===== config.mk =====
export PLATFORM = sky130hd
export DESIGN_NAME = att_timing
export DESIGN_NICKNAME = d
export VERILOG_FILES = /design/src/att_pkg.sv /design/src/att_sync_fall.sv /design/src/att_timing.sv
export SDC_FILE = /design/constraint.sdc
export NUM_CORES = 1
export LEC_CHECK = 0
export BUFFER_PORTS_ARGS = -buffer_cell sky130_fd_sc_hd__buf_2
export CORE_MARGIN = 1.5
export CORE_UTILIZATION = 35
export CTS_CLUSTER_SIZE = 8
export DETAILED_ROUTE_END_ITERATION = 16
export GPL_TIMING_DRIVEN = 0
export PLACE_DENSITY = 0.64
export SKIP_CTS_REPAIR_TIMING = 1
export SYNTH_ARGS = -nofsm -noshare
export SYNTH_HDL_FRONTEND = slang
export SYNTH_HIERARCHICAL = 1
export SYNTH_SLANG_ARGS = --single-unit

===== constraint.sdc =====
create_clock -name pclk -period 4.96 [get_ports pclk]
set_clock_uncertainty 0.15 [all_clocks]
set_input_delay 0.248 -clock pclk [delete_from_list [all_inputs] [get_ports pclk]]
set_output_delay 0.248 -clock pclk [all_outputs]
set_load 0.01 [all_outputs]

===== src/att_pkg.sv =====
// constants, field layouts and types of the acquisition trigger timing block
package att_pkg;

	////////////////////////////////////////////////////////////////////////////////
	// clock and timing
	localparam int CLK_PERIOD_NS = 100;
	localparam int SCAN_HIGH_NS  = 4000;
	localparam int STROBE_LOW_NS = 500;
	localparam int SCAN_HIGH_CYC = (SCAN_HIGH_NS + CLK_PERIOD_NS - 1) / CLK_PERIOD_NS;
	localparam int STROBE_LOW_CYC = (STROBE_LOW_NS + CLK_PERIOD_NS - 1) / CLK_PERIOD_NS;
	localparam logic [7:0] SCAN_HIGH_CNT  = 8'(SCAN_HIGH_CYC);
	localparam logic [7:0] STROBE_LOW_CNT = 8'(STROBE_LOW_CYC);

	////////////////////////////////////////////////////////////////////////////////
	// register byte offsets
	localparam int ADDR_W = 8;
	localparam logic [7:0] OFS_CTRL     = 8'h00;
	localparam logic [7:0] OFS_CMD      = 8'h04;
	localparam logic [7:0] OFS_STROBE   = 8'h08;
	localparam logic [7:0] OFS_SAMPLES  = 8'h0C;
	localparam logic [7:0] OFS_INTERVAL = 8'h10;
	localparam logic [7:0] OFS_STATUS   = 8'h14;
	localparam logic [7:0] OFS_DAC0     = 8'h18;
	localparam logic [7:0] OFS_DAC1     = 8'h1C;

	////////////////////////////////////////////////////////////////////////////////
	// field positions and widths
	localparam int CTRL_W          = 8;
	localparam int CNT_W           = 16;
	localparam int DAC_W           = 12;
	localparam int CMD_START_BIT   = 0;
	localparam int CMD_ABORT_BIT   = 1;
	localparam int CMD_DAC_UPD_BIT = 2;

	////////////////////////////////////////////////////////////////////////////////
	// reset values
	localparam logic [7:0]  CTRL_RST     = 8'h00;
	localparam logic [15:0] SAMPLES_RST  = 16'h0001;
	localparam logic [15:0] INTERVAL_RST = 16'h0064;
	localparam logic [11:0] DAC_RST      = 12'h000;

	////////////////////////////////////////////////////////////////////////////////
	// types
	typedef struct packed {
		logic ext_wave_mode;
		logic update_route_ctrl;
		logic posted_update;
		logic ext_conv_select;
		logic ext_trig_inhibit;
		logic pretrig_mode;
		logic sw_gate_open;
		logic scan_enable;
	} att_ctrl_t;

	typedef struct packed {
		logic [15:0] samples_left;
		logic [11:0] reserved;
		logic        gate_level;
		logic        trigger_level;
		logic        counting;
		logic        active;
	} att_status_t;

	typedef enum logic [1:0] {
		ACQ_IDLE,
		ACQ_PRE,
		ACQ_RUN
	} att_acq_t;

endpackage


===== src/att_sync_fall.sv =====
// two-stage synchroniser with falling-edge detect for one timing input
`timescale 1ns/1ps
module att_sync_fall (
	input  wire logic pclk,
	input  wire logic presetn,
	input  wire logic async_in,
	output logic      level,
	output logic      fall
);

	logic meta_ff;
	logic sync_ff;
	logic prev_ff;

	////////////////////////////////////////////////////////////////////////////////
	// idle level of the pins is high
	always_ff @(posedge pclk or negedge presetn) begin
		if (!presetn) begin
			meta_ff <= 1'b1;
			sync_ff <= 1'b1;
			prev_ff <= 1'b1;
		end else begin
			meta_ff <= async_in;
			sync_ff <= meta_ff;
			prev_ff <= sync_ff;
		end
	end

	assign level = sync_ff;
	assign fall  = prev_ff & ~sync_ff;

endmodule // att_sync_fall


===== src/att_timing.sv =====
// acquisition trigger timing block with apb register slave
//
// Our own choices: register access over APB and the register offsets.
`timescale 1ns/1ps
module att_timing (
	input  wire logic        pclk,
	input  wire logic        presetn,
	input  wire logic        psel,
	input  wire logic        penable,
	input  wire logic        pwrite,
	input  wire logic [7:0]  paddr,
	input  wire logic [31:0] pwdata,
	output logic [31:0]      prdata,
	output logic             pready,
	output logic             pslverr,
	input  wire logic        ext_trigger_n,
	input  wire logic        ext_gate_n,
	input  wire logic        ext_convert_n_in,
	output logic             ext_convert_n_out,
	output logic             ext_convert_oe_n,
	input  wire logic        ext_dac_update_n,
	output logic             scan_clock_out,
	output logic             ext_strobe_n,
	output logic             adc_convert,
	output logic             dac_load,
	output logic [11:0]      dac0_value,
	output logic [11:0]      dac1_value,
	output logic             acq_active
);

	////////////////////////////////////////////////////////////////////////////////
	// helpers

	function automatic logic hit(input logic [7:0] addr, input logic [7:0] ofs);
		hit = (addr == ofs);
	endfunction

	function automatic logic [15:0] dec16(input logic [15:0] v);
		dec16 = (v == 16'h0000) ? 16'h0000 : 16'(v - 16'h0001);
	endfunction

	////////////////////////////////////////////////////////////////////////////////
	// declarations

	att_pkg::att_ctrl_t   ctrl_ff;
	att_pkg::att_acq_t    acq_ff;
	att_pkg::att_acq_t    nxt_acq;
	att_pkg::att_status_t status;
	logic [15:0]          samples_ff;
	logic [15:0]          interval_ff;
	logic [15:0]          smp_cnt_ff;
	logic [15:0]          ivl_cnt_ff;
	logic [11:0]          dac0_hold_ff;
	logic [11:0]          dac1_hold_ff;
	logic [11:0]          dac0_ff;
	logic [11:0]          dac1_ff;
	logic [31:0]          prdata_ff;
	logic                 pready_ff;
	logic                 pslverr_ff;
	logic [7:0]           scan_cnt_ff;
	logic                 scan_ff;
	logic [7:0]           strobe_cnt_ff;
	logic                 strobe_n_ff;
	logic                 conv_ff;
	logic                 conv_out_ff;
	logic                 conv_oe_n_ff;
	logic                 dac_load_ff;
	logic                 active_ff;
	logic                 trig_level;
	logic                 trig_fall;
	logic                 gate_level;
	logic                 conv_level;
	logic                 conv_fall;
	logic                 upd_fall;
	logic                 access;
	logic                 wr;
	logic                 mapped;
	logic                 sw_start;
	logic                 sw_abort;
	logic                 sw_dac_upd;
	logic                 trigger;
	logic                 seq_start;
	logic                 active;
	logic                 ivl_tick;
	logic                 conv_req;
	logic                 conv_go;
	logic                 smp_done;
	logic                 ext_dac_upd;
	logic                 dac_upd;

	////////////////////////////////////////////////////////////////////////////////
	// input synchronisers

	att_sync_fall u_sync_trig (
		.pclk     (pclk),
		.presetn  (presetn),
		.async_in (ext_trigger_n),
		.level    (trig_level),
		.fall     (trig_fall)
	);

	att_sync_fall u_sync_gate (
		.pclk     (pclk),
		.presetn  (presetn),
		.async_in (ext_gate_n),
		.level    (gate_level),
		.fall     ()
	);

	att_sync_fall u_sync_conv (
		.pclk     (pclk),
		.presetn  (presetn),
		.async_in (ext_convert_n_in),
		.level    (conv_level),
		.fall     (conv_fall)
	);

	att_sync_fall u_sync_upd (
		.pclk     (pclk),
		.presetn  (presetn),
		.async_in (ext_dac_update_n),
		.level    (),
		.fall     (upd_fall)
	);

	////////////////////////////////////////////////////////////////////////////////
	// apb decode: one wait state, access completes when pready_ff is high

	assign access = psel & penable & pready_ff;
	assign wr     = access & pwrite;
	assign mapped = hit(paddr, att_pkg::OFS_CTRL) | hit(paddr, att_pkg::OFS_CMD) |
		hit(paddr, att_pkg::OFS_STROBE) | hit(paddr, att_pkg::OFS_SAMPLES) |
		hit(paddr, att_pkg::OFS_INTERVAL) | hit(paddr, att_pkg::OFS_STATUS) |
		hit(paddr, att_pkg::OFS_DAC0) | hit(paddr, att_pkg::OFS_DAC1);

	assign sw_start   = wr & hit(paddr, att_pkg::OFS_CMD) & pwdata[att_pkg::CMD_START_BIT];
	assign sw_abort   = wr & hit(paddr, att_pkg::OFS_CMD) & pwdata[att_pkg::CMD_ABORT_BIT];
	assign sw_dac_upd = wr & hit(paddr, att_pkg::OFS_CMD) & pwdata[att_pkg::CMD_DAC_UPD_BIT];

	always_comb begin
		status               = '0;
		status.samples_left  = smp_cnt_ff;
		status.gate_level    = gate_level;
		status.trigger_level = trig_level;
		status.counting      = (acq_ff == att_pkg::ACQ_RUN);
		status.active        = active_ff;
	end

	always_ff @(posedge pclk or negedge presetn) begin
		if (!presetn) begin
			pready_ff  <= 1'b0;
			pslverr_ff <= 1'b0;
			prdata_ff  <= 32'h00000000;
		end else begin
			pready_ff  <= psel & penable & ~pready_ff;
			pslverr_ff <= psel & penable & ~pready_ff & ~mapped;
			if (psel & penable & ~pready_ff & ~pwrite) begin
				case (paddr)
					att_pkg::OFS_CTRL:     prdata_ff <= {24'h000000, ctrl_ff};
					att_pkg::OFS_SAMPLES:  prdata_ff <= {16'h0000, samples_ff};
					att_pkg::OFS_INTERVAL: prdata_ff <= {16'h0000, interval_ff};
					att_pkg::OFS_STATUS:   prdata_ff <= status;
					att_pkg::OFS_DAC0:     prdata_ff <= {20'h00000, dac0_hold_ff};
					att_pkg::OFS_DAC1:     prdata_ff <= {20'h00000, dac1_hold_ff};
					default:               prdata_ff <= 32'h00000000;
				endcase
			end
		end
	end

	////////////////////////////////////////////////////////////////////////////////
	// software registers

	always_ff @(posedge pclk or negedge presetn) begin
		if (!presetn) begin
			ctrl_ff     <= att_pkg::CTRL_RST;
			samples_ff  <= att_pkg::SAMPLES_RST;
			interval_ff <= att_pkg::INTERVAL_RST;
		end else if (wr) begin
			if (hit(paddr, att_pkg::OFS_CTRL))
				ctrl_ff <= att_pkg::att_ctrl_t'(pwdata[att_pkg::CTRL_W-1:0]);
			if (hit(paddr, att_pkg::OFS_SAMPLES))
				samples_ff <= pwdata[att_pkg::CNT_W-1:0];
			if (hit(paddr, att_pkg::OFS_INTERVAL))
				interval_ff <= pwdata[att_pkg::CNT_W-1:0];
		end
	end

	////////////////////////////////////////////////////////////////////////////////
	// triggering and acquisition sequence

	assign trigger = (trig_fall & ~ctrl_ff.ext_trig_inhibit) |
		(sw_start & trig_level);
	assign active    = (acq_ff != att_pkg::ACQ_IDLE);
	assign seq_start = (acq_ff == att_pkg::ACQ_IDLE) & trigger;
	assign smp_done  = (acq_ff == att_pkg::ACQ_RUN) & conv_go & (smp_cnt_ff <= 16'h0001);

	always_comb begin
		nxt_acq = acq_ff;
		case (acq_ff)
			att_pkg::ACQ_IDLE: begin
				if (trigger)
					nxt_acq = ctrl_ff.pretrig_mode ? att_pkg::ACQ_PRE : att_pkg::ACQ_RUN;
			end
			att_pkg::ACQ_PRE: begin
				if (trigger)
					nxt_acq = att_pkg::ACQ_RUN;
			end
			att_pkg::ACQ_RUN: begin
				if (smp_done)
					nxt_acq = att_pkg::ACQ_IDLE;
			end
			default: nxt_acq = att_pkg::ACQ_IDLE;
		endcase
		if (sw_abort)
			nxt_acq = att_pkg::ACQ_IDLE;
	end

	always_ff @(posedge pclk or negedge presetn) begin
		if (!presetn) begin
			acq_ff    <= att_pkg::ACQ_IDLE;
			active_ff <= 1'b0;
		end else begin
			acq_ff    <= nxt_acq;
			active_ff <= (nxt_acq != att_pkg::ACQ_IDLE);
		end
	end

	// sample counter loads when counting begins, counts only in the run state
	always_ff @(posedge pclk or negedge presetn) begin
		if (!presetn) begin
			smp_cnt_ff <= 16'h0000;
		end else if (acq_ff != att_pkg::ACQ_RUN && nxt_acq == att_pkg::ACQ_RUN) begin
			smp_cnt_ff <= samples_ff;
		end else if (acq_ff == att_pkg::ACQ_RUN && conv_go) begin
			smp_cnt_ff <= dec16(smp_cnt_ff);
		end
	end

	////////////////////////////////////////////////////////////////////////////////
	// sample-interval counter and the shared convert line

	assign ivl_tick = active & (ivl_cnt_ff <= 16'h0001);

	always_ff @(posedge pclk or negedge presetn) begin
		if (!presetn) begin
			ivl_cnt_ff <= 16'h0000;
		end else if (seq_start) begin
			ivl_cnt_ff <= interval_ff;
		end else if (ivl_tick) begin
			ivl_cnt_ff <= interval_ff;
		end else if (active) begin
			ivl_cnt_ff <= dec16(ivl_cnt_ff);
		end
	end

	always_ff @(posedge pclk or negedge presetn) begin
		if (!presetn) begin
			conv_out_ff  <= 1'b1;
			conv_oe_n_ff <= 1'b1;
		end else begin
			conv_oe_n_ff <= ctrl_ff.ext_conv_select;
			conv_out_ff  <= ~(ivl_tick & ~ctrl_ff.ext_conv_select);
		end
	end

	////////////////////////////////////////////////////////////////////////////////
	// conversion gating and start pulse

	assign conv_req = ctrl_ff.ext_conv_select ? (conv_fall & ~conv_level) : ivl_tick;
	assign conv_go  = conv_req & active & gate_level & ctrl_ff.sw_gate_open;

	always_ff @(posedge pclk or negedge presetn) begin
		if (!presetn) begin
			conv_ff <= 1'b0;
		end else begin
			conv_ff <= conv_go;
		end
	end

	////////////////////////////////////////////////////////////////////////////////
	// scan clock

	always_ff @(posedge pclk or negedge presetn) begin
		if (!presetn) begin
			scan_ff     <= 1'b0;
			scan_cnt_ff <= 8'h00;
		end else if (!ctrl_ff.scan_enable) begin
			scan_ff     <= 1'b0;
			scan_cnt_ff <= 8'h00;
		end else if (conv_go) begin
			scan_ff     <= 1'b1;
			scan_cnt_ff <= att_pkg::SCAN_HIGH_CNT;
		end else if (scan_cnt_ff > 8'h01) begin
			scan_cnt_ff <= 8'(scan_cnt_ff - 8'h01);
		end else begin
			scan_ff     <= 1'b0;
			scan_cnt_ff <= 8'h00;
		end
	end

	////////////////////////////////////////////////////////////////////////////////
	// external strobe

	always_ff @(posedge pclk or negedge presetn) begin
		if (!presetn) begin
			strobe_n_ff   <= 1'b1;
			strobe_cnt_ff <= 8'h00;
		end else if (access & hit(paddr, att_pkg::OFS_STROBE)) begin
			strobe_n_ff   <= 1'b0;
			strobe_cnt_ff <= att_pkg::STROBE_LOW_CNT;
		end else if (strobe_cnt_ff > 8'h01) begin
			strobe_cnt_ff <= 8'(strobe_cnt_ff - 8'h01);
		end else begin
			strobe_n_ff   <= 1'b1;
			strobe_cnt_ff <= 8'h00;
		end
	end

	////////////////////////////////////////////////////////////////////////////////
	// output converter update

	assign ext_dac_upd = upd_fall & ctrl_ff.posted_update & ~ctrl_ff.update_route_ctrl &
		ctrl_ff.ext_wave_mode;
	assign dac_upd = ctrl_ff.posted_update & (ext_dac_upd | sw_dac_upd);

	always_ff @(posedge pclk or negedge presetn) begin
		if (!presetn) begin
			dac0_hold_ff <= att_pkg::DAC_RST;
			dac1_hold_ff <= att_pkg::DAC_RST;
		end else if (wr) begin
			if (hit(paddr, att_pkg::OFS_DAC0))
				dac0_hold_ff <= pwdata[att_pkg::DAC_W-1:0];
			if (hit(paddr, att_pkg::OFS_DAC1))
				dac1_hold_ff <= pwdata[att_pkg::DAC_W-1:0];
		end
	end

	always_ff @(posedge pclk or negedge presetn) begin
		if (!presetn) begin
			dac0_ff     <= att_pkg::DAC_RST;
			dac1_ff     <= att_pkg::DAC_RST;
			dac_load_ff <= 1'b0;
		end else if (dac_upd) begin
			dac0_ff     <= dac0_hold_ff;
			dac1_ff     <= dac1_hold_ff;
			dac_load_ff <= 1'b1;
		end else if (!ctrl_ff.posted_update && wr &&
			(hit(paddr, att_pkg::OFS_DAC0) || hit(paddr, att_pkg::OFS_DAC1))) begin
			if (hit(paddr, att_pkg::OFS_DAC0))
				dac0_ff <= pwdata[att_pkg::DAC_W-1:0];
			if (hit(paddr, att_pkg::OFS_DAC1))
				dac1_ff <= pwdata[att_pkg::DAC_W-1:0];
			dac_load_ff <= 1'b1;
		end else begin
			dac_load_ff <= 1'b0;
		end
	end

	////////////////////////////////////////////////////////////////////////////////
	// outputs

	assign prdata            = prdata_ff;
	assign pready            = pready_ff;
	assign pslverr           = pslverr_ff;
	assign ext_convert_n_out = conv_out_ff;
	assign ext_convert_oe_n  = conv_oe_n_ff;
	assign scan_clock_out    = scan_ff;
	assign ext_strobe_n      = strobe_n_ff;
	assign adc_convert       = conv_ff;
	assign dac_load          = dac_load_ff;
	assign dac0_value        = dac0_ff;
	assign dac1_value        = dac1_ff;
	assign acq_active        = active_ff;

endmodule // att_timing


---- After elaboration in Yosys (flattened, before gate mapping) ----
Index checks and enable logic that the tools add are counted.
W data, S select, Z words.
cells by class
  bitwise logic cells ..................... 48
  $lt $le $gt $ge ......................... 4
  reduce and logical (&&, ||, !) cells .... 24
  muxes and demuxes ....................... 33
  eq/ne operators ......................... 13
  add/subtract/negate cells ............... 4
operator list
  operator                 count
  $pmux W32 S6             1
  $mux W16                 7
  $mux W12                 6
  $mux W8                  5
  $eq A8 B5 Y1 const B     4
  $le A16 B1 Y1 const B    2
  $logic_not A16 Y1        2
  $sub A16 B1 Y16 const B  2
  $and A1 B1 Y1            29
  $eq A8 B4 Y1 const B     2
  $gt A8 B1 Y1 const B     2
  $sub A8 B1 Y8 const B    2
  $reduce_and A2 Y1        7
  $reduce_bool A2 Y1       6
  $mux W2                  5
  $not A1 Y1               10
  $or A1 B1 Y1             9
  $eq A8 B3 Y1 const B     1
  $logic_not A8 Y1         1
  $mux W1                  8
  $pmux W2 S3              1
  $eq A2 B2 Y1 const B     2
  $logic_and A1 B1 Y1      4
  $ne A2 B2 Y1 const B     2
  6 further kinds          6
word-level totals
  bits of input ports ..................... 49
  output and inout port bits .............. 65
  logic and storage cells ................. 166
  register bits ........................... 190

---- Depth between registers and ports, before layout ----
Gate-level depths: netlist of run 1.
  depth after elaboration ................. 15
  gate-level depth with buffers ........... 9

---- By module ----
The synthesis of run 1 kept the hierarchy.
by module, submodules not included
  module         area each (um2)  cells an instance  times used
  att_timing     8439.3           792                1
  att_sync_fall  92.6             4                  4

---- Worst setup path after synthesis of run 1 ----
OpenSTA, ideal clock, no wires.
  path type ............................... register to register
  start ................................... register ivl_cnt_ff[10]
  end ..................................... register smp_cnt_ff[4]
  clock period less this slack ............ 2561 ps
  setup slack ............................. 2399 ps
  data required time ...................... 4728 ps
  data arrival time ....................... 2329 ps
  buffers on the path ..................... 1
  cell stages (with the launch flop) ...... 8
  setup time .............................. 82 ps
  cell sequence ........................... dfrtp_1 nor4_4 nand3_2 o41a_1 or2_0 clkbuf_2 or4_1 a31oi_1
between the ends
  word-level cells in the longest chain between the ends .. 14
  elaborated cells between the ends (all ways) .. 16
  classes of those cells .................. 1 x order compare; 1 x eq/ne; 5 x mux; 6 x bitwise; 3 x reduce/logical
RTL lines
  what                                                   line               text
  from (decl)                                            att_timing.sv:52   logic [15:0] ivl_cnt_ff;
  from (signal assigned)                                 att_timing.sv:249  ivl_cnt_ff <= interval_ff;
  from (signal assigned)                                 att_timing.sv:251  ivl_cnt_ff <= interval_ff;
  from (signal assigned)                                 att_timing.sv:253  ivl_cnt_ff <= dec16(ivl_cnt_ff);
  $le A16 B1 Y1 *                                        att_timing.sv:243  assign ivl_tick = active & (ivl_cnt_ff <= 16'h0001);
  $and A1 B1 Y1 *                                        att_timing.sv:243
  $mux W1 *                                              att_timing.sv:270  assign conv_req = ctrl_ff.ext_conv_select ? (conv_fall & ~conv_level) : ivl_tick;
  $and A1 B1 Y1 * (3 in a row)                           att_timing.sv:271  assign conv_go = conv_req & active & gate_level & ctrl_ff.sw_gate_open;
  $and A1 B1 Y1 (2 in a row)                             att_timing.sv:196  assign smp_done = (acq_ff == att_pkg::ACQ_RUN) & conv_go & (smp_cnt_ff <= 16'h0001);
  $mux W2                                                att_timing.sv:210  if (smp_done)
  $pmux W2 S3                                            att_timing.sv:200  case (acq_ff)
  $mux W2                                                att_timing.sv:215  if (sw_abort)
  $eq A2 B2 Y1                                           att_timing.sv:233  end else if (acq_ff != att_pkg::ACQ_RUN && nxt_acq == att_pkg::ACQ_RUN) begin
  $logic_and A1 B1 Y1                                    att_timing.sv:233
  $mux W16 / $reduce_bool A2 Y1 (equally long branches)  --
  to (signal assigned)                                   att_timing.sv:234  smp_cnt_ff <= samples_ff;
  to (signal assigned)                                   att_timing.sv:236  smp_cnt_ff <= dec16(smp_cnt_ff);
  to (decl)                                              att_timing.sv:51   logic [15:0] smp_cnt_ff;
Mark *: on every way between the ends. The rest lies on a longest branch, timed or not.
A chain may end at the register's enable or synchronous reset.

---- Worst setup path after layout of run 1 ----
  start ................................... register ivl_cnt_ff[0]
  end ..................................... register smp_cnt_ff[11]
The elaborated chain is that of the path after synthesis.

==> results.sh, run 1 <==
export IMPL_start_util_pct=35.8
export IMPL_rows=57
export IMPL_grt_max_degree=120
export IMPL_synth_area_mm2=0.00877
export IMPL_worstHoldStart="pwdata[7]"
export IMPL_wl_mm=23.8
export IMPL_htree_levels=4
export IMPL_switchingPower_mw=1.27
export IMPL_grt_overflow=0
export IMPL_max_freq_ghz=0.325
export IMPL_critPathKind="flip-flop to flip-flop"
export IMPL_synth_yosys_warnings=6
export IMPL_crit_chain="inv_1 -> ha_1 -> o22ai_1 -> or3_1 -> o31ai_1 -> clkbuf_1 -> a31oi_1 -> o31ai_1"
export IMPL_critPathMaxStageDelay_ps=530
export IMPL_dr_total_vias=6881
export IMPL_hold_viol=0
export IMPL_cts_root_buf="clkbuf_16"
export IMPL_final_nets=996
export IMPL_maxCapViolCount=0
export IMPL_final_util_pct=42.9
export IMPL_fin_crit_sh_pct=62.0
export IMPL_ioPinCount=114
export IMPL_switching_share_pct=31.6
export IMPL_hold_path_class="input port to flip-flop"
export IMPL_die_y_um=161
export IMPL_rr_worst_depth=8
export IMPL_run_status="finished clean"
export IMPL_core_mm2=0.0245
export IMPL_vdd_drop_max_mv=0.252
export IMPL_drive_above_1_share_pct=24.3
export IMPL_portBuffers=97
export IMPL_antenna_cells=0
export IMPL_grt_antenna_before_repair=0
export IMPL_leakagePower_nw=4.77
export IMPL_ff2ff_setup_slack_ps=1890
export IMPL_worstPathArrival_ps=3240
export IMPL_drt_iter0_drc=681
export IMPL_timing_rr_end="smp_cnt_ff[11]$_DFFE_PN0P_"
export IMPL_area_growth_pct=19.6
export IMPL_endpoint_kind="flip-flop"
export IMPL_place_hpwl_mm=17.4
export IMPL_setup_tns_ps=0
export IMPL_clkSlewWorstSetupHoldPaths_ps=80
export IMPL_syn_inst=806
export IMPL_power_share_clock_pct=36.4
export IMPL_drtPass1Iterations=5
export IMPL_layout_cells_most_common_list="dfrtp_1, buf_2, nand2_1"
export IMPL_crit_top_cell="o31ai_1"
export IMPL_finalWeightedCongestion=0.896
export IMPL_slew_viol_final=0
export IMPL_tightest_slew_ps=1060
export IMPL_cts_buffers=17
export IMPL_worstPathRequired_ps=5130
export IMPL_fin_crit_ps=3070
export IMPL_comb_power_share_pct=17.9
export IMPL_rsz0062_at_grt="false"
export IMPL_cpMaxStageDelayCell="o31ai_1"
export IMPL_die_x_um=161
export IMPL_avgSynthCellArea_um2=10.9
export IMPL_power_density_mw_per_mm2=382
export IMPL_critPathMaxFanout=10
export IMPL_cts_buffer_depth=2
export IMPL_max_slew_margin_pct=29.0
export IMPL_synthesis_nets=864
export IMPL_p_int_mw=2.74
export IMPL_grt_pass1_vias=6731
export IMPL_mostFrequentLayoutCell="dfrtp_1"
export IMPL_grtUsageTotal_pct=18.8
export IMPL_clock_sinks=190
export IMPL_grt_pass1_wl_mm=38.1
export IMPL_reg2reg_from="ivl_cnt_ff[0]$_DFFE_PN0P_"
export IMPL_min_to="dac0_hold_ff[7]$_DFFE_PN0P_"
export IMPL_start_kind="flip-flop"
export IMPL_drc=0
export IMPL_postRouteAntennaNets=0
export IMPL_finalSetupViolations=0
export IMPL_sequentialPowerShare_pct=45.7
export IMPL_via_per_inst=5.40
export IMPL_min_path_cells=2
export IMPL_clk_latency_ps=440
export IMPL_wl_per_cell_um=18.6
export IMPL_cts_tree="done"
export IMPL_fillers=2303
export IMPL_die_area_mm2=0.0260
[worst max path at each step]
stage / startpoint / endpoint / slack, ps
finish: ivl_cnt_ff[0]$_DFFE_PN0P_ / smp_cnt_ff[11]$_DFFE_PN0P_ / 1890
global route: ivl_cnt_ff[0]$_DFFE_PN0P_ / ivl_cnt_ff[10]$_DFFE_PN0P_ / 1650
CTS: ivl_cnt_ff[0]$_DFFE_PN0P_ / smp_cnt_ff[11]$_DFFE_PN0P_ / 1900
detailed placement: paddr[5] / dac0_hold_ff[2]$_DFFE_PN0P_ / 1670
global placement: presetn / dac1_value[11]$_DFFE_PN0P_ / 350
floorplan: ivl_cnt_ff[10]$_DFFE_PN0P_ / smp_cnt_ff[4]$_DFFE_PN0P_ / 2400
[metrics by stage]
stage	area [µm²]	hold slack, ps	power (mW)	cells	worst slack, ps
after global placement	9660	197	2.54	1227	345
after floorplan	8770	-198	2.32	806	2400
final	10500	15.8	4.01	1275	1890
after CTS	10300	-360	4.01	1260	1900
after detailed placement	9700	100	2.56	1228	1670
after global routing	10500	18.8	4.21	1275	1650
[worst max-delay path, delay by kind of cell, from the launching register on]
| family | cells | cell delay [ps] |
|---|---|---|
| fa+ha+maj | 1 | 270 |
| simple gates | 1 | 370 |
| flops | 1 | 410 |
| buf+inv | 2 | 570 |
| compound gates | 4 | 1180 |
[layout make-up]
type | count | area (µm²) | area share, %
repair buffers | 113 | 673 | 6.42
multi-input cells | 564 | 3790 | 36.1
clock inverters | 13 | 194 | 1.85
flip-flops and latches | 190 | 4780 | 45.6
plain buffers | 38 | 154 | 1.47
well taps | 324 | 405 | 3.87
clock buffers | 19 | 443 | 4.22
inverters | 14 | 52.6 | 0.501
[routing by layer]
layer / wire [µm] / part of all wire (%) / GRT usage, % / vias up
li1: - / - / - / 3250
met5: 0 / 0 / 0 / -
met2: 10700 / 45 / 29.2 / 220
met1: 10900 / 46 / 25.8 / 3374
met3: 1530 / 6.4 / 4.19 / 37
met4: 607 / 2.6 / 6.69 / 0
[power groups by stage]
stage	Sequential [mW]	Clock [mW]	Combinational, mW
after detailed placement	1.86	0	0.702
after global routing	1.85	1.55	0.811
final	1.83	1.46	0.718
after global placement	1.85	0	0.690
after CTS	1.83	1.48	0.706
after floorplan	1.82	0	0.498
[state kept, by name, indices dropped and copies added, names as in the netlist, 2 cells and up]
register	flops
smp_cnt_ff	16
dac0_hold_ff	12
dac1_hold_ff	12
dac0_value	12
scan_cnt_ff	8
ctrl_ff	8
ivl_cnt_ff	16
dac1_value	12
samples_ff	16
strobe_cnt_ff	8
acq_ff	2
interval_ff	16
prdata	32
No activity file was read; power rests on OpenSTA's default activity.
==> inputs of run 2 (changes only) <==
--- a/config.mk
+++ b/config.mk
@@ -5,13 +5,14 @@
 export SDC_FILE = /design/constraint.sdc
 export NUM_CORES = 1
 export LEC_CHECK = 0
+export ABC_AREA = 1
 export BUFFER_PORTS_ARGS = -buffer_cell sky130_fd_sc_hd__buf_2
 export CORE_MARGIN = 1.5
 export CORE_UTILIZATION = 35
 export CTS_CLUSTER_SIZE = 8
 export DETAILED_ROUTE_END_ITERATION = 16
 export GPL_TIMING_DRIVEN = 0
-export PLACE_DENSITY = 0.64
+export PLACE_DENSITY = 0.66
 export SKIP_CTS_REPAIR_TIMING = 1
 export SYNTH_ARGS = -nofsm -noshare
 export SYNTH_HDL_FRONTEND = slang
==> constraint.sdc (replaced) <==
create_clock -name pclk -period 2.7 [get_ports pclk]
set_clock_uncertainty 0.15 [all_clocks]
set_input_delay 0.135 -clock pclk [delete_from_list [all_inputs] [get_ports pclk]]
set_output_delay 0.135 -clock pclk [all_outputs]
set_load 0.01 [all_outputs]
==> run 2 against run 1 <==
The run now ends with hold timing left. Sequential power up 71%. Via count up 18%. Design area rose by 4.0%. Combinational power shrank 3%. Sequential share of layout area down 1.7 points. Wire length grew 5.6%.
==> results.sh, run 2 <==
export IMPL_run_status="finished with violations"
export IMPL_violations="hold timing"
export IMPL_grtUsageTotal_pct=19.5
export IMPL_endpoint_kind="flip-flop"
export IMPL_holdWs_ps=-11.7
export IMPL_leakagePower_nw=5.37
export IMPL_critPathMaxFanout=10
export IMPL_synthesis_nets=1177
export IMPL_grt_pass1_wl_mm=40.7
export IMPL_power_density_mw_per_mm2=587
export IMPL_slew_viol_final=0
export IMPL_via_per_inst=5.06
export IMPL_die_y_um=164
export IMPL_portBuffers=97
export IMPL_switching_share_pct=28.1
export IMPL_place_hpwl_mm=18.6
export IMPL_fillers=2567
export IMPL_final_util_pct=42.9
export IMPL_power_share_clock_pct=40.1
export IMPL_max_slew_margin_pct=42.6
export IMPL_htree_levels=4
export IMPL_worstPathRequired_ps=2910
export IMPL_cts_buffers=17
export IMPL_max_freq_ghz=0.401
export IMPL_wl_mm=25.1
export IMPL_cts_buffer_depth=2
export IMPL_preCtsSetupSlack_ps=173
export IMPL_die_x_um=164
export IMPL_grt_pass1_vias=7819
export IMPL_start_util_pct=35.9
export IMPL_vdd_drop_max_mv=0.406
export IMPL_fin_ws_ps=209
export IMPL_clock_sinks=190
export IMPL_grt_antenna_before_repair=1
export IMPL_dr_total_vias=8113
export IMPL_fin_crit_ps=2490
export IMPL_clk_latency_ps=440
export IMPL_avgSynthCellArea_um2=8.14
export IMPL_maxCapViolCount=0
export IMPL_sequentialPowerShare_pct=48.9
export IMPL_finalSetupViolations=0
export IMPL_ioPinCount=114
export IMPL_start_kind="input port"
export IMPL_drive_above_1_share_pct=14.5
export IMPL_area_growth_pct=19.6
export IMPL_dpl_instance_area_mm2=0.0100
export IMPL_postRouteAntennaNets=0
export IMPL_rows=58
export IMPL_syn_inst=1119
export IMPL_final_cell_area_mm2=0.0109
export IMPL_hold_viol=2
export IMPL_largest_register_ffs=32
export IMPL_drtPass1Iterations=5
export IMPL_layout_cells_most_common_list="nand2_1, dfrtp_1, nand3_1"
export IMPL_cts_tree="done"
export IMPL_antenna_cells=0
export IMPL_grt_overflow=0
export IMPL_synth_yosys_warnings=6
export IMPL_cts_root_buf="clkbuf_16"
export IMPL_final_nets=1319
export IMPL_final_cells=1604
export IMPL_core_mm2=0.0254
export IMPL_placed_cells=1547
export IMPL_fin_crit_sh_pct=92.3
export IMPL_p_int_mw=4.60
export IMPL_worstPathArrival_ps=2700
export IMPL_die_area_mm2=0.0270
export IMPL_hold_path_class="input port to flip-flop"
export IMPL_mostFrequentLayoutCell="nand2_1"
export IMPL_clkSlewWorstSetupHoldPaths_ps=70
export IMPL_wl_per_cell_um=15.7
export IMPL_drc=0
export IMPL_tightest_slew_ps=858
export IMPL_rsz0062_at_grt="false"
export IMPL_setup_tns_ps=0
export IMPL_switchingPower_mw=1.80
export IMPL_finalWeightedCongestion=0.895
export IMPL_synth_area_mm2=0.00911
export IMPL_grt_max_degree=108
export IMPL_critPathKind="input port to flip-flop"
export IMPL_drt_iter0_drc=670
export IMPL_comb_power_share_pct=10.9
run 2: routing by layer:
layer,vias up,share of wire [%],global-route usage [%]
li1,3907,-,-
met1,3965,45,25.5
met2,198,48,31.9
met3,41,4.4,3.69
met4,2,2.6,7.23
met5,-,0.032,0
run 2: path summary, 6_finish.rpt:
kind | start | endpoint | slack, ps | cells after the start
hold / removal | paddr[2] | ext_strobe_n$_DFFE_PN1P_ | -10 | 5
max in group asynchronous | presetn | interval_ff[15]$_DFFE_PN0P_ | 1350 | 3
hold reg to reg | u_sync_trig/meta_ff$_DFF_PN1_ | u_sync_trig/level$_DFF_PN1_ | 210 | 0
setup reg to reg | pready$_DFF_PN0_ | prdata[21]$_DFFE_PN0P_ | 410 | 6
min in group asynchronous | presetn | strobe_cnt_ff[7]$_DFF_PN0_ | 120 | 2
setup / recovery | paddr[0] | prdata[0]$_DFFE_PN0P_ | 210 | 12
run 2: through the flow:
step                      hold WS, ps  total power [mW]
after floorplan                  -311              3.61
after global placement           91.8              3.82
after detailed placement         36.4              3.85
after CTS                        -431              6.42
after global routing             19.5              6.69
final                           -11.7              6.40
run 2: power by group through the flow:
stage               clock, mW  combinational (mW)  sequential (mW)
floorplan                   0               0.456             3.15
CTS                      2.61               0.680             3.13
global route             2.73               0.812             3.15
global placement            0               0.649             3.18
finish                   2.57               0.700             3.13
detailed placement          0               0.676             3.18
run 2: area by class of cell:
cell class	instances	area, µm²	share of cell area [%]
plain buffers	39	190	1.74
clock buffers	17	425	3.90
clock inverters	15	175	1.61
inverters	108	405	3.72
multi-input cells	782	3740	34.3
flip-flops and latches	190	4780	43.8
well taps	330	413	3.79
repair buffers	123	773	7.09
run 2: worst max-delay path, stage by stage:
cell and delay (ps):
dlygate4sd3_1 530, buf_2 130, nor2_1 280, nand2_1 140
nor2_1 210, nand3_1 180, clkinv_1 240, clkbuf_1 430
nand2_1 120, o211ai_1 100, nor2_1 80, a21oi_1 130
==> inputs of run 3 (changes only) <==
--- a/config.mk
+++ b/config.mk
@@ -7,12 +7,16 @@
 export LEC_CHECK = 0
 export ABC_AREA = 1
 export BUFFER_PORTS_ARGS = -buffer_cell sky130_fd_sc_hd__buf_2
+export CAP_MARGIN = 15
+export CELL_PAD_IN_SITES_DETAIL_PLACEMENT = 1
+export CELL_PAD_IN_SITES_GLOBAL_PLACEMENT = 1
 export CORE_MARGIN = 1.5
 export CORE_UTILIZATION = 35
 export CTS_CLUSTER_SIZE = 8
 export DETAILED_ROUTE_END_ITERATION = 16
 export GPL_TIMING_DRIVEN = 0
-export PLACE_DENSITY = 0.66
+export PLACE_DENSITY = 0.8
+export SETUP_SLACK_MARGIN = 0.02
 export SKIP_CTS_REPAIR_TIMING = 1
 export SYNTH_ARGS = -nofsm -noshare
 export SYNTH_HDL_FRONTEND = slang
==> run 3 against run 2 <==
The flow still finishes with violations (hold timing). Fmax is 0.43% higher. Flip-flop and latch count unchanged. Critical endpoint is now smp_cnt_ff[5]$_DFFE_PN0P_. Sequential power about the same. Highest routed layer is now met4. Via count grew 2.1%. Largest power group unchanged. Sequential share of layout area rose by 0.14 points. Power down 0.83%. Register-to-register slack got worse by 190 ps. Global-route usage is 2.9 points higher.
==> results.sh, run 3 (synthesized netlist as in run 2, its figures left out) <==
export IMPL_run_status="finished with violations"
export IMPL_violations="hold timing"
export IMPL_portBuffers=97
export IMPL_htree_levels=4
export IMPL_die_x_um=164
export IMPL_finalSetupViolations=0
export IMPL_cts_buffer_depth=2
export IMPL_fin_crit_ps=2480
export IMPL_p_int_mw=4.58
export IMPL_placed_cells=1547
export IMPL_leakagePower_nw=5.35
export IMPL_rsz0062_at_grt="false"
export IMPL_max_slew_margin_pct=32.4
export IMPL_antenna_cells=0
export IMPL_worstPathRequired_ps=2860
export IMPL_tightest_slew_ps=1010
export IMPL_clock_sinks=190
export IMPL_comb_power_share_pct=11.4
export IMPL_setup_tns_ps=0
export IMPL_worstPathArrival_ps=2640
export IMPL_finalWeightedCongestion=0.853
export IMPL_ioPinCount=114
export IMPL_cts_buffers=17
export IMPL_switchingPower_mw=1.76
export IMPL_max_freq_ghz=0.403
export IMPL_final_cell_area_mm2=0.0109
export IMPL_wl_per_cell_um=17.9
export IMPL_start_util_pct=35.9
export IMPL_final_cells=1604
export IMPL_power_share_clock_pct=39.2
export IMPL_die_y_um=164
export IMPL_postRouteAntennaNets=0
export IMPL_largest_register_ffs=32
export IMPL_final_util_pct=42.8
export IMPL_fin_crit_sh_pct=91.9
export IMPL_rows=58
export IMPL_hold_path_class="input port to flip-flop"
export IMPL_place_hpwl_mm=21.0
export IMPL_vdd_drop_max_mv=0.337
export IMPL_dpl_instance_area_mm2=0.0100
export IMPL_critPathKind="flip-flop to flip-flop"
export IMPL_hold_viol=4
export IMPL_holdWs_ps=-17.6
export IMPL_clk_latency_ps=440
export IMPL_sequentialPowerShare_pct=49.4
export IMPL_critPathMaxFanout=9
export IMPL_area_growth_pct=19.2
export IMPL_dr_total_vias=8286
export IMPL_core_mm2=0.0254
export IMPL_cts_tree="done"
export IMPL_drt_iter0_drc=519
export IMPL_grt_pass1_vias=8643
export IMPL_clkSlewWorstSetupHoldPaths_ps=70
export IMPL_mostFrequentLayoutCell="nand2_1"
export IMPL_grt_max_degree=120
export IMPL_slew_viol_final=0
export IMPL_wl_mm=28.7
export IMPL_via_per_inst=5.17
export IMPL_layout_cells_most_common_list="nand2_1, dfrtp_1, nand3_1"
export IMPL_final_nets=1319
export IMPL_drc=0
export IMPL_switching_share_pct=27.8
export IMPL_endpoint_kind="flip-flop"
export IMPL_power_density_mw_per_mm2=584
export IMPL_grt_overflow=0
export IMPL_grtUsageTotal_pct=22.4
export IMPL_drtPass1Iterations=5
export IMPL_start_kind="flip-flop"
export IMPL_cts_root_buf="clkbuf_16"
export IMPL_grt_pass1_wl_mm=46.4
export IMPL_drive_above_1_share_pct=14.3
export IMPL_die_area_mm2=0.0270
export IMPL_grt_antenna_before_repair=0
export IMPL_maxCapViolCount=0
[run 3: cell types whose count changed in the layout (fill, tap and decap cells not counted)]
cell	previous run	this run
clkinv_2	1	0
inv_6	4	2
nand2_2	2	3
clkinv_4	0	2
clkbuf_2	1	0
clkbuf_1	26	30
nand2_1	315	314
clkinvlp_4	3	4
clkinv_8	3	0
[run 3: worst max-delay path, stage by stage, from the launching register on]
cell and delay, ps:
dfrtp_1 400, inv_1 130, ha_1 230, nand2_1 160, nor3_2 590, inv_1 360
nand3_1 220, nand3_1 110
[run 3: cell type report]
class                   count  area [µm²]
plain buffers              39         189
well taps                 330         413
flip-flops and latches    190        4780
repair buffers            123         773
inverters                 108         405
clock inverters            12         129
multi-input cells         782        3740
clock buffers              20         437
fillers                  3125       14500
[run 3: routing by layer]
layer  vias up  GRT usage, %  wire, µm
li1       3902             -         -
met1      4215          29.0     12700
met2       135          38.5     14600
met3        34          3.43       976
met4         0          6.45       529
met5         -             0         0
[run 3: final timing paths]
check                                               from                     endpoint  slack [ps]  depth (start not counted)
setup / recovery               smp_cnt_ff[0]$_DFFE_PN0P_    smp_cnt_ff[5]$_DFFE_PN0P_         220                          7
hold / removal                                  paddr[2]     ext_strobe_n$_DFFE_PN1P_         -20                          5
setup reg to reg               smp_cnt_ff[0]$_DFFE_PN0P_    smp_cnt_ff[5]$_DFFE_PN0P_         220                          7
hold reg to reg            u_sync_trig/meta_ff$_DFF_PN1_  u_sync_trig/level$_DFF_PN1_         210                          0
max in group asynchronous                        presetn       ctrl_ff[1]$_DFFE_PN0P_        1240                          3
min in group asynchronous                        presetn            pslverr$_DFF_PN0_         100                          2
[run 3: metrics by stage]
stage | setup WS, ps | power (mW)
4_1_cts | 86.6 | 6.36
6_report | 220 | 6.34
2_1_floorplan | 806 | 3.61
5_1_grt | 25.9 | 6.62
3_3_place_gp | -1950 | 3.83
3_5_place_dp | 122 | 3.88
[run 3: power groups by stage]
stage	registers, mW	clock network, mW	logic (mW)
detailed placement	3.18	0	0.698
CTS	3.13	2.53	0.703
global placement	3.18	0	0.652
finish	3.13	2.49	0.725
global route	3.15	2.64	0.832
floorplan	3.15	0	0.456
